`src/psfc_pkg.sv`:
```
// Constants shared by the sleep force and configuration register bank
package psfc_pkg;
    // Register offsets
    localparam logic [15:0] SFC_OFFSET    = 16'h400c;
    localparam logic [15:0] CFG_OFFSET    = 16'h4010;
    // Sleep force field positions
    localparam int          SFC_ENTER_BIT = 0;
    localparam int          SFC_EXIT_BIT  = 1;
    // Configuration field positions
    localparam int          CFG_SCLK_BIT  = 1;
    localparam int          CFG_CRUN_BIT  = 2;
    localparam int          CFG_ASSOC_LO  = 5;
    localparam int          CFG_OBS_LO    = 7;
    localparam int          CFG_CBE_BIT   = 10;
    localparam int          CFG_INTS_BIT  = 11;
    // Field widths
    localparam int          ASSOC_W       = 2;
    localparam int          OBS_W         = 3;
    // Reset values
    localparam logic        SCLK_RST      = 1'h0;
    localparam logic        CRUN_RST      = 1'h0;
    localparam logic [1:0]  ASSOC_RST     = 2'h0;
    localparam logic [2:0]  OBS_RST       = 3'h0;
    localparam logic        CBE_RST       = 1'h0;
    localparam logic        INTS_RST      = 1'h0;
    // Warm reset bit of the reset control register and its self-clear time
    localparam int          RC_PCI_BIT    = 4;
    localparam logic        RC_PCI_RST    = 1'h0;
    localparam int          RC_CLEAR_CLKS = 64;
    localparam logic [6:0]  RC_CNT_LAST   = 7'(RC_CLEAR_CLKS - 1);
    // Association status codes
    typedef enum logic [1:0] {
        PSFC_ASSOC_IDLE   = 2'h0,
        PSFC_ASSOC_TRYING = 2'h1,
        PSFC_ASSOC_DONE   = 2'h2,
        PSFC_ASSOC_RSVD   = 2'h3
    } psfc_assoc_e;
endpackage : psfc_pkg

```
`src/psfc_regs.sv`:
```
// Sleep force and PCI-domain configuration register bank
// Behaviour
// RL1: Writing one to bit0 forces sleep
// RL2: Writing one to bit1 forces wake
// RL3: Gated warm reset restores cold values
// RL4: Clock select and clock-run ignore warm reset
// RL5: Clock select cold zero, EEPROM overwrites
// RL6: Clock select picks reference or external
// RL7: Clock-run cold zero, EEPROM overwrites
// RL8: Clock-run zero keeps host clock running
// RL9: Association status bits 6:5 drive LEDs
// RL10: Bits 9:7 select observation bus mux
// RL11: Bit 10 disables byte-enable fix
// RL12: Bit 11 allows interrupt while asleep
// RL13: Registers at 0x400c and 0x4010, read/write
// RL14: Reserved bits hold nothing, read zero
// RL15: Warm bit self-clears after 64 clocks
// RL16: Force bits pulse, read zero, both wake
`timescale 1ns/10ps
`default_nettype none
module psfc_regs #(
    parameter int ADDR_W = 16
) (
    // Clock and resets
    input  wire logic              CLK,
    input  wire logic              SYS_RST,
    input  wire logic              WARM_RST,
    // Register access from the PCI target
    input  wire logic              REG_WR,
    input  wire logic              REG_RD,
    input  wire logic [ADDR_W-1:0] REG_ADDR,
    input  wire logic [31:0]       REG_WDATA,
    output logic      [31:0]       REG_RDATA,
    output logic                   REG_RVALID,
    // Reset control warm-reset bit write
    input  wire logic              RC_WR,
    input  wire logic [31:0]       RC_WDATA,
    output logic                   RC_PCI_WARM,
    // EEPROM load
    input  wire logic              EE_LOAD,
    input  wire logic              EE_SLEEP_CLK_SEL,
    input  wire logic              EE_CLOCK_RUN_PERMIT,
    // Sleep clock inputs
    input  wire logic              RADIO_REFERENCE_CLOCK,
    input  wire logic              EXT_SLEEP_CLK,
    // Controls to the MAC
    output logic                   SLEEP_ENTER,
    output logic                   SLEEP_EXIT,
    output logic                   SLEEP_CLK,
    output logic                   SLEEP_CLK_SEL,
    output logic                   CLOCK_RUN_PERMIT,
    output logic [1:0]             ASSOC_STATUS,
    output logic [2:0]             OBS_MUX_SEL,
    output logic                   CBE_FIX_DISABLE,
    output logic                   INT_IN_SLEEP_EN
);
    logic       pci_warm;
    logic       sclk;
    logic       crun;
    logic [1:0] assoc;
    logic [2:0] obs;
    logic       cbe;
    logic       ints;

    // Address decode
    function automatic logic hit(input logic [ADDR_W-1:0] a, input logic [15:0] off);
        hit = (a == ADDR_W'(off));
    endfunction : hit

    wire sfc_sel = hit(REG_ADDR, psfc_pkg::SFC_OFFSET); // RL13
    wire cfg_sel = hit(REG_ADDR, psfc_pkg::CFG_OFFSET); // RL13
    wire cfg_wr  = REG_WR && cfg_sel;
    wire sfc_wr  = REG_WR && sfc_sel;
    wire warm_clr = WARM_RST && pci_warm; // RL3

    // Force pulses; exit wins when both set
    wire next_exit  = sfc_wr && REG_WDATA[psfc_pkg::SFC_EXIT_BIT]; // RL2 RL16
    wire next_enter = sfc_wr && REG_WDATA[psfc_pkg::SFC_ENTER_BIT]
                      && !REG_WDATA[psfc_pkg::SFC_EXIT_BIT]; // RL1 RL16

    // Read data; force register and reserved bits read zero
    wire [31:0] cfg_view = {20'h00000, ints, cbe, obs, assoc, 2'h0, crun, sclk, 1'h0}; // RL14
    wire [31:0] next_rdata = (REG_RD && cfg_sel) ? cfg_view : 32'h00000000; // RL14 RL16

    // Warm-reset bit with self-clear
    psfc_warm_gate u_warm (
        .CLK      (CLK),
        .SYS_RST  (SYS_RST),
        .wr_en    (RC_WR),
        .wr_bit   (RC_WDATA[psfc_pkg::RC_PCI_BIT]),
        .pci_warm (pci_warm)
    );

    // Clock select and clock-run: cold reset, EEPROM, write; no warm reset
    always_ff @(posedge CLK) begin
        if (SYS_RST) begin
            sclk <= psfc_pkg::SCLK_RST; // RL5
            crun <= psfc_pkg::CRUN_RST; // RL7
        end else if (EE_LOAD) begin
            sclk <= EE_SLEEP_CLK_SEL; // RL5
            crun <= EE_CLOCK_RUN_PERMIT; // RL7
        end else if (cfg_wr) begin // RL4
            sclk <= REG_WDATA[psfc_pkg::CFG_SCLK_BIT];
            crun <= REG_WDATA[psfc_pkg::CFG_CRUN_BIT];
        end
    end

    // Remaining fields: cold reset or gated warm reset
    always_ff @(posedge CLK) begin
        if (SYS_RST || warm_clr) begin // RL3
            assoc <= psfc_pkg::ASSOC_RST; // RL9
            obs   <= psfc_pkg::OBS_RST; // RL10
            cbe   <= psfc_pkg::CBE_RST; // RL11
            ints  <= psfc_pkg::INTS_RST; // RL12
        end else if (cfg_wr) begin
            assoc <= REG_WDATA[psfc_pkg::CFG_ASSOC_LO +: psfc_pkg::ASSOC_W]; // RL9
            obs   <= REG_WDATA[psfc_pkg::CFG_OBS_LO +: psfc_pkg::OBS_W]; // RL10
            cbe   <= REG_WDATA[psfc_pkg::CFG_CBE_BIT]; // RL11
            ints  <= REG_WDATA[psfc_pkg::CFG_INTS_BIT]; // RL12
        end
    end

    // Registered outputs
    always_ff @(posedge CLK) begin
        if (SYS_RST) begin
            SLEEP_ENTER      <= 1'h0;
            SLEEP_EXIT       <= 1'h0;
            SLEEP_CLK        <= 1'h0;
            REG_RDATA        <= 32'h00000000;
            REG_RVALID       <= 1'h0;
            SLEEP_CLK_SEL    <= psfc_pkg::SCLK_RST;
            CLOCK_RUN_PERMIT <= psfc_pkg::CRUN_RST;
            ASSOC_STATUS     <= psfc_pkg::ASSOC_RST;
            OBS_MUX_SEL      <= psfc_pkg::OBS_RST;
            CBE_FIX_DISABLE  <= psfc_pkg::CBE_RST;
            INT_IN_SLEEP_EN  <= psfc_pkg::INTS_RST;
            RC_PCI_WARM      <= psfc_pkg::RC_PCI_RST;
        end else begin
            SLEEP_ENTER      <= next_enter && !warm_clr; // RL1
            SLEEP_EXIT       <= next_exit && !warm_clr; // RL2
            SLEEP_CLK        <= sclk ? EXT_SLEEP_CLK : RADIO_REFERENCE_CLOCK; // RL6
            REG_RDATA        <= next_rdata;
            REG_RVALID       <= REG_RD;
            SLEEP_CLK_SEL    <= sclk;
            CLOCK_RUN_PERMIT <= crun; // RL8
            ASSOC_STATUS     <= assoc;
            OBS_MUX_SEL      <= obs;
            CBE_FIX_DISABLE  <= cbe;
            INT_IN_SLEEP_EN  <= ints;
            RC_PCI_WARM      <= pci_warm;
        end
    end

    // Exit beats enter on a both-ones write
    both_exit_a: assert property (@(posedge CLK) disable iff (SYS_RST) // RL16
        sfc_wr && !warm_clr && REG_WDATA[1:0] == 2'h3 |=> SLEEP_EXIT && !SLEEP_ENTER)
        else $error("Both-ones write did not exit");
    enter_pulse_a: assert property (@(posedge CLK) disable iff (SYS_RST) // RL1
        SLEEP_ENTER |=> !SLEEP_ENTER || $past(next_enter))
        else $error("Enter pulse stuck");
    zero_noeffect_a: assert property (@(posedge CLK) disable iff (SYS_RST) // RL2
        sfc_wr && REG_WDATA[1:0] == 2'h0 |=> !SLEEP_EXIT && !SLEEP_ENTER)
        else $error("Zero write forced state");
    warm_clear_a: assert property (@(posedge CLK) disable iff (SYS_RST) // RL3
        warm_clr |=> ##1 ASSOC_STATUS == 2'h0 && OBS_MUX_SEL == 3'h0 && !INT_IN_SLEEP_EN)
        else $error("Gated warm reset missed");
    warm_keep_a: assert property (@(posedge CLK) disable iff (SYS_RST) // RL4
        WARM_RST && !cfg_wr && !EE_LOAD |=> $stable(sclk) && $stable(crun))
        else $error("Warm reset touched clock bits");
    ungated_a: assert property (@(posedge CLK) disable iff (SYS_RST) // RL3
        WARM_RST && !pci_warm && !cfg_wr |=> $stable(assoc) && $stable(obs))
        else $error("Ungated warm reset cleared fields");
    ee_load_a: assert property (@(posedge CLK) disable iff (SYS_RST) // RL5
        EE_LOAD |=> ##1 SLEEP_CLK_SEL == $past(EE_SLEEP_CLK_SEL, 2)
                        && CLOCK_RUN_PERMIT == $past(EE_CLOCK_RUN_PERMIT, 2))
        else $error("EEPROM load not taken");
    read_zero_a: assert property (@(posedge CLK) disable iff (SYS_RST) // RL14
        REG_RVALID |-> REG_RDATA[31:12] == 20'h00000 && REG_RDATA[4:3] == 2'h0 && !REG_RDATA[0])
        else $error("Reserved bits read nonzero");
    cfg_read_a: assert property (@(posedge CLK) disable iff (SYS_RST) // RL13
        REG_RD && cfg_sel |=> REG_RVALID && REG_RDATA[10:5] == {$past(cbe), $past(obs), $past(assoc)})
        else $error("Configuration readback wrong");
    // Single-bit force writes land as one pulse of the matching kind
    enter_write_a: assert property (@(posedge CLK) disable iff (SYS_RST) // RL1
        sfc_wr && !warm_clr && REG_WDATA[1:0] == 2'h1 |=> SLEEP_ENTER && !SLEEP_EXIT)
        else $error("Enter write gave no enter pulse");
    exit_write_a: assert property (@(posedge CLK) disable iff (SYS_RST) // RL2
        sfc_wr && !warm_clr && REG_WDATA[1:0] == 2'h2 |=> SLEEP_EXIT && !SLEEP_ENTER)
        else $error("Exit write gave no exit pulse");
    // A gated warm reset swallows any force write in the same cycle
    warm_force_a: assert property (@(posedge CLK) disable iff (SYS_RST) // RL16
        warm_clr |=> !SLEEP_ENTER && !SLEEP_EXIT)
        else $error("Force pulse during warm reset");
    // Configuration writes reach the outputs two edges later
    cfg_write_a: assert property (@(posedge CLK) disable iff (SYS_RST) // RL9 RL10 RL11 RL12
        cfg_wr && !warm_clr |=> ##1
            ASSOC_STATUS == $past(REG_WDATA[psfc_pkg::CFG_ASSOC_LO +: psfc_pkg::ASSOC_W], 2)
            && OBS_MUX_SEL == $past(REG_WDATA[psfc_pkg::CFG_OBS_LO +: psfc_pkg::OBS_W], 2)
            && CBE_FIX_DISABLE == $past(REG_WDATA[psfc_pkg::CFG_CBE_BIT], 2)
            && INT_IN_SLEEP_EN == $past(REG_WDATA[psfc_pkg::CFG_INTS_BIT], 2))
        else $error("Configuration write not applied");
    // Clock bits follow a bus write unless an EEPROM load claims the cycle
    clk_write_a: assert property (@(posedge CLK) disable iff (SYS_RST) // RL4
        cfg_wr && !EE_LOAD |=> sclk == $past(REG_WDATA[psfc_pkg::CFG_SCLK_BIT])
                               && crun == $past(REG_WDATA[psfc_pkg::CFG_CRUN_BIT]))
        else $error("Clock bits not written");
    // Writes elsewhere leave the configuration alone
    stray_write_a: assert property (@(posedge CLK) disable iff (SYS_RST) // RL13
        REG_WR && !cfg_sel && !EE_LOAD && !warm_clr |=> $stable(sclk) && $stable(crun)
            && $stable(assoc) && $stable(obs) && $stable(cbe) && $stable(ints))
        else $error("Stray write changed configuration");
    // Read answer timing and idle read data
    read_valid_a: assert property (@(posedge CLK) disable iff (SYS_RST) // RL13
        REG_RD |=> REG_RVALID)
        else $error("Read not answered");
    idle_read_a: assert property (@(posedge CLK) disable iff (SYS_RST) // RL14
        !REG_RD |=> !REG_RVALID && REG_RDATA == 32'h00000000)
        else $error("Read data without a read");
    sfc_read_a: assert property (@(posedge CLK) disable iff (SYS_RST) // RL16
        REG_RD && sfc_sel |=> REG_RDATA == 32'h00000000)
        else $error("Force register read nonzero");
    // Sleep clock follows the selected source
    ext_clk_a: assert property (@(posedge CLK) disable iff (SYS_RST) // RL6
        sclk |=> SLEEP_CLK == $past(EXT_SLEEP_CLK))
        else $error("External sleep clock not selected");
    ref_clk_a: assert property (@(posedge CLK) disable iff (SYS_RST) // RL6
        !sclk |=> SLEEP_CLK == $past(RADIO_REFERENCE_CLOCK))
        else $error("Reference clock not selected");
endmodule : psfc_regs
`default_nettype wire

```
`src/psfc_warm_gate.sv`:
```
// Reset control warm-reset bit with 64 clock self-clear
`timescale 1ns/10ps
`default_nettype none
module psfc_warm_gate (
    // Clock and reset
    input  wire logic CLK,
    input  wire logic SYS_RST,
    // Write of the reset control register
    input  wire logic wr_en,
    input  wire logic wr_bit,
    // Bit state
    output logic      pci_warm
);
    logic [6:0] cnt;
    wire        done = pci_warm && (cnt == psfc_pkg::RC_CNT_LAST);

    // Bit is set by software and cleared after 64 clocks
    always_ff @(posedge CLK) begin
        if (SYS_RST) begin
            pci_warm <= psfc_pkg::RC_PCI_RST;
            cnt      <= 7'h00;
        end else if (wr_en) begin
            pci_warm <= wr_bit;
            cnt      <= 7'h00;
        end else begin
            pci_warm <= pci_warm && !done; // RL15
            cnt      <= pci_warm ? cnt + 7'h01 : 7'h00;
        end
    end

    // Bit still set eight cycles after it rises when no write follows
    rc_clear_a: assert property (@(posedge CLK) disable iff (SYS_RST) // RL15
        $rose(pci_warm) && !wr_en ##1 (!wr_en) [*8] |-> pci_warm)
        else $error("Warm bit cleared early");
endmodule : psfc_warm_gate
`default_nettype wire

```
`config.mk`:
```
export PLATFORM = sky130hd
export DESIGN_NAME = psfc_regs
export DESIGN_NICKNAME = d
export VERILOG_FILES = /design/src/psfc_pkg.sv /design/src/psfc_regs.sv /design/src/psfc_warm_gate.sv
export SDC_FILE = /design/constraint.sdc
export NUM_CORES = 1
export LEC_CHECK = 0
export ABC_AREA = 1
export BUFFER_PORTS_ARGS = -buffer_cell sky130_fd_sc_hd__buf_4
export CAP_MARGIN = 20
export CORE_MARGIN = 3
export CORE_UTILIZATION = 34
export DETAILED_ROUTE_END_ITERATION = 6
export PLACE_DENSITY = 0.83
export SLEW_MARGIN = 30
export SYNTH_ARGS = -nofsm -noshare
export SYNTH_HDL_FRONTEND = slang
export SYNTH_HIERARCHICAL = 1
export SYNTH_SLANG_ARGS = --single-unit
```
`constraint.sdc`:
```
create_clock -name CLK -period 1 [get_ports CLK]
set_input_delay 0.05 -clock CLK [delete_from_list [all_inputs] [get_ports CLK]]
set_output_delay 0.05 -clock CLK [all_outputs]
set_load 0.1 [all_outputs]
```
==> results_dict.tcl <==
set metrics [dict create \
    grt_max_degree 18 \
    gr-total-overflow 0 \
    core_um2 4444 \
    fin_crit_ns 0.9806 \
    cts_tree "done" \
    cts_root_buf "clkbuf_8" \
    synth_top_family_by_area "simple AND/OR/NAND/NOR gates" \
    drt_wl_total_um 3699 \
    r2r_cells 6 \
    start_kind "flop" \
    critPathKind "reg2reg" \
    crit_slowest_cell "dfxtp_4" \
    synth-xor-area-share 0 \
    clock_sinks 40 \
    reg2reg_slack_ns 0.02 \
    yosys.area.top_type_share 0.5004 \
    placed_cell_area_um2 2048 \
    critPathCapture "u_warm/pci_warm$_SDFF_PP0_" \
    io_pins 137 \
    vdd_ir_drop_max_v 0.0006299 \
    synth_compound_area_frac 0.03049 \
    dp.cells 319 \
    final_max_slew_viol_count 0 \
    yosysWarnings 6 \
    crit_path_max_incr_delay_ns 0.38 \
    max_freq_ghz 1.020 \
    required_ns 1.17 \
    crit_chain "ha_4 -> nand3_2 -> inv_2 -> nand2_2 -> nand2_1 -> o21ai_0" \
    area_delta_synth_final_pct 46.29 \
    status "finished, final reports clean" \
    netlist_instances 205 \
    clock_skew_ns 0.009813 \
    power_density_nw_per_um2 1566 \
    postCtsSetupRepairBufs 0 \
    dr.pass1.iters 4 \
    min_path_type "in2reg" \
    yosysTopAreaCell "dfxtp_1" \
    synth_ff_type "dfxtp_1" \
    synthTopCellsByArea "dfxtp_1, nor2_1, buf_4" \
    initial_core_util 0.3601 \
    htree_levels 2 \
    critPathCaptureType "flop" \
    period_share 0.9806 \
    syn_area_um2 1600 \
    p_total_w 0.003665 \
    floorplan.rows 24 \
    fin_hold_ws_ns 0.001541 \
    numPortBuffers 60 \
    antenna_cells 0 \
    synth_fa_ha_area_frac 0.007819 \
    async_reset_ff_frac 0 \
    path_depth 6 \
    dieHeight_um 74.61 \
    clkTransAtPathRegs_ns 0.07 \
    hold_viol 0 \
    clockBufferDepth 2 \
    maxCapViolations 0 \
    layout.nets 377 \
    wire_per_inst_um 10.94 \
    cts_inserted_buffers 5 \
    drive_gt1_frac 0.3217 \
    setup_viol 0 \
    gp_congestion 0.7479 \
    grt_use_total 0.1282 \
    synth.avg_cell_area_um2 7.806 \
    insertion_delay_ns 0.30 \
    synth-simple-area-share 0.2901 \
    grt_pass1_wl_um 5368 \
    critPathBufInv 1 \
    route.vias.total 1448 \
    path_delay_family "flip-flops" \
    cp.arrival_ns 1.16 \
    ys_seq_area_frac 0.5004 \
    die_w_um 74.61 \
    die_area_um2 5566 \
    startpoint "u_warm/cnt[1]$_SDFF_PP0_" \
    rr_endpoint "u_warm/pci_warm$_SDFF_PP0_" \
    synth_mux_area_frac 0 \
    first_iter_violations 79 \
    via_per_inst 4.284 \
    ant_nets 0 \
    hpwl_um 2666 \
    path_max_fanout 3 \
    finalSetupTns_ns 0 \
    finalNonFillerCells 338 \
    final_area_um2 2341 \
    antenna_found_initial 0 \
    yosys.cell_types.count 23 \
    synth_seq_cells 40 \
    remaining_drc_errors 0 \
    rsz0062_at_grt "yes" \
    r2r-start "u_warm/cnt[1]$_SDFF_PP0_" \
    power.leakage_nw 1.132 \
    grt_pass1_vias 1236 \
    synth_edf_count 0 \
]
## per-stage QoR
| stage | util | worst slack (ns) |
|---|---|---|
| 6_report | 0.5267 | 0.01941 |
| 5_1_grt | 0.5267 | -0.01459 |
| 4_1_cts | 0.5141 | 0.001310 |
| 3_5_place_dp | 0.4609 | -0.06222 |
| 3_3_place_gp | 0.4609 | -0.04657 |
| 2_1_floorplan | - | 0.04102 |
## kinds of logic after synthesis
kind of cell | count (synthesis)
buf+inv | 47
flops | 40
fa+ha+maj | 1
simple gates | 108
compound gates | 8
other cells | 1
## state kept, by name, indices dropped and copies added, names as in the netlist, 2 cells and up
register and cells:
REG_RDATA 9, u_warm/cnt 7, OBS_MUX_SEL 3, obs 3
ASSOC_STATUS 2, assoc 2
## power by group
part           switching [W]  internal, W  total (W)
registers          0.0000102      0.00161    0.00162
logic               0.000544     0.000164   0.000708
clock network       0.000590     0.000751    0.00134
total                0.00114      0.00252    0.00367
## layout make-up
type | count | area, um^2
clock buffer | 5 | 68.82
clock inverter | 3 | 47.55
fill | 395 | 2103
inverter | 22 | 82.58
multi-input combinational | 140 | 654.4
sequential | 40 | 809.5
tap | 52 | 65.06
timing repair buffer | 76 | 613.1
## layer usage
layer  track usage  vias up  wire (um)
li1              -      727          -
met1        0.1356      640       1389
met2        0.2351       74       1883
met3       0.04189        7        363
met4       0.04743        0         62
met5             0        -          0
## cells in the mapped netlist, types with 2 or more instances
library cell  instances
a21oi_1               2
o21ai_0               3
buf_4                23
dfxtp_1              40
nor2_4                2
inv_1                22
nand2_1              35
nor2_1               56
nand3_1               8
## placed cells by master (no fill, tap or decap), drive strengths merged, types with 2 or more instances in the layout
cell / instances
buf: 65
dfxtp: 40
nand2: 36
o21ai: 3
a21oi: 3
nor2: 59
dlygate4sd3: 11
inv: 22
nand3: 10
conb: 23
clkinv: 2
clkbuf: 5
## timing repair
| action | 4_1_cts | 5_1_grt |
|---|---|---|
| gates resized for setup | 4 | 17 |
| pin swaps | 0 | 2 |
| setup endpoints to repair | 2 | 10 |
| hold buffers | 11 | 0 |
| endpoints found under the hold margin | 9 | 0 |
## worst min-delay path by stage
stage,end,depth (start not counted),start,slack [ns]
3_3_place_gp,obs[0]$_SDFFE_PP0P_,3,REG_WDATA[7],0.27
3_5_place_dp,obs[1]$_SDFFE_PP0P_,3,REG_WDATA[8],0.28
6_report,REG_RVALID$_SDFF_PP0_,3,REG_RD,0.002
5_1_grt,REG_RVALID$_SDFF_PP0_,3,REG_RD,0.007
4_1_cts,OBS_MUX_SEL[0]$_SDFF_PP0_,2,SYS_RST,0.0006
2_1_floorplan,REG_RVALID$_SDFF_PP0_,1,SYS_RST,0.13
## tightest hold or removal path: stages
cell and delay [ns]:
buf_4 0.11, inv_1 0.04, nor2_1 0.05
(Power assumes the default switching activity.)
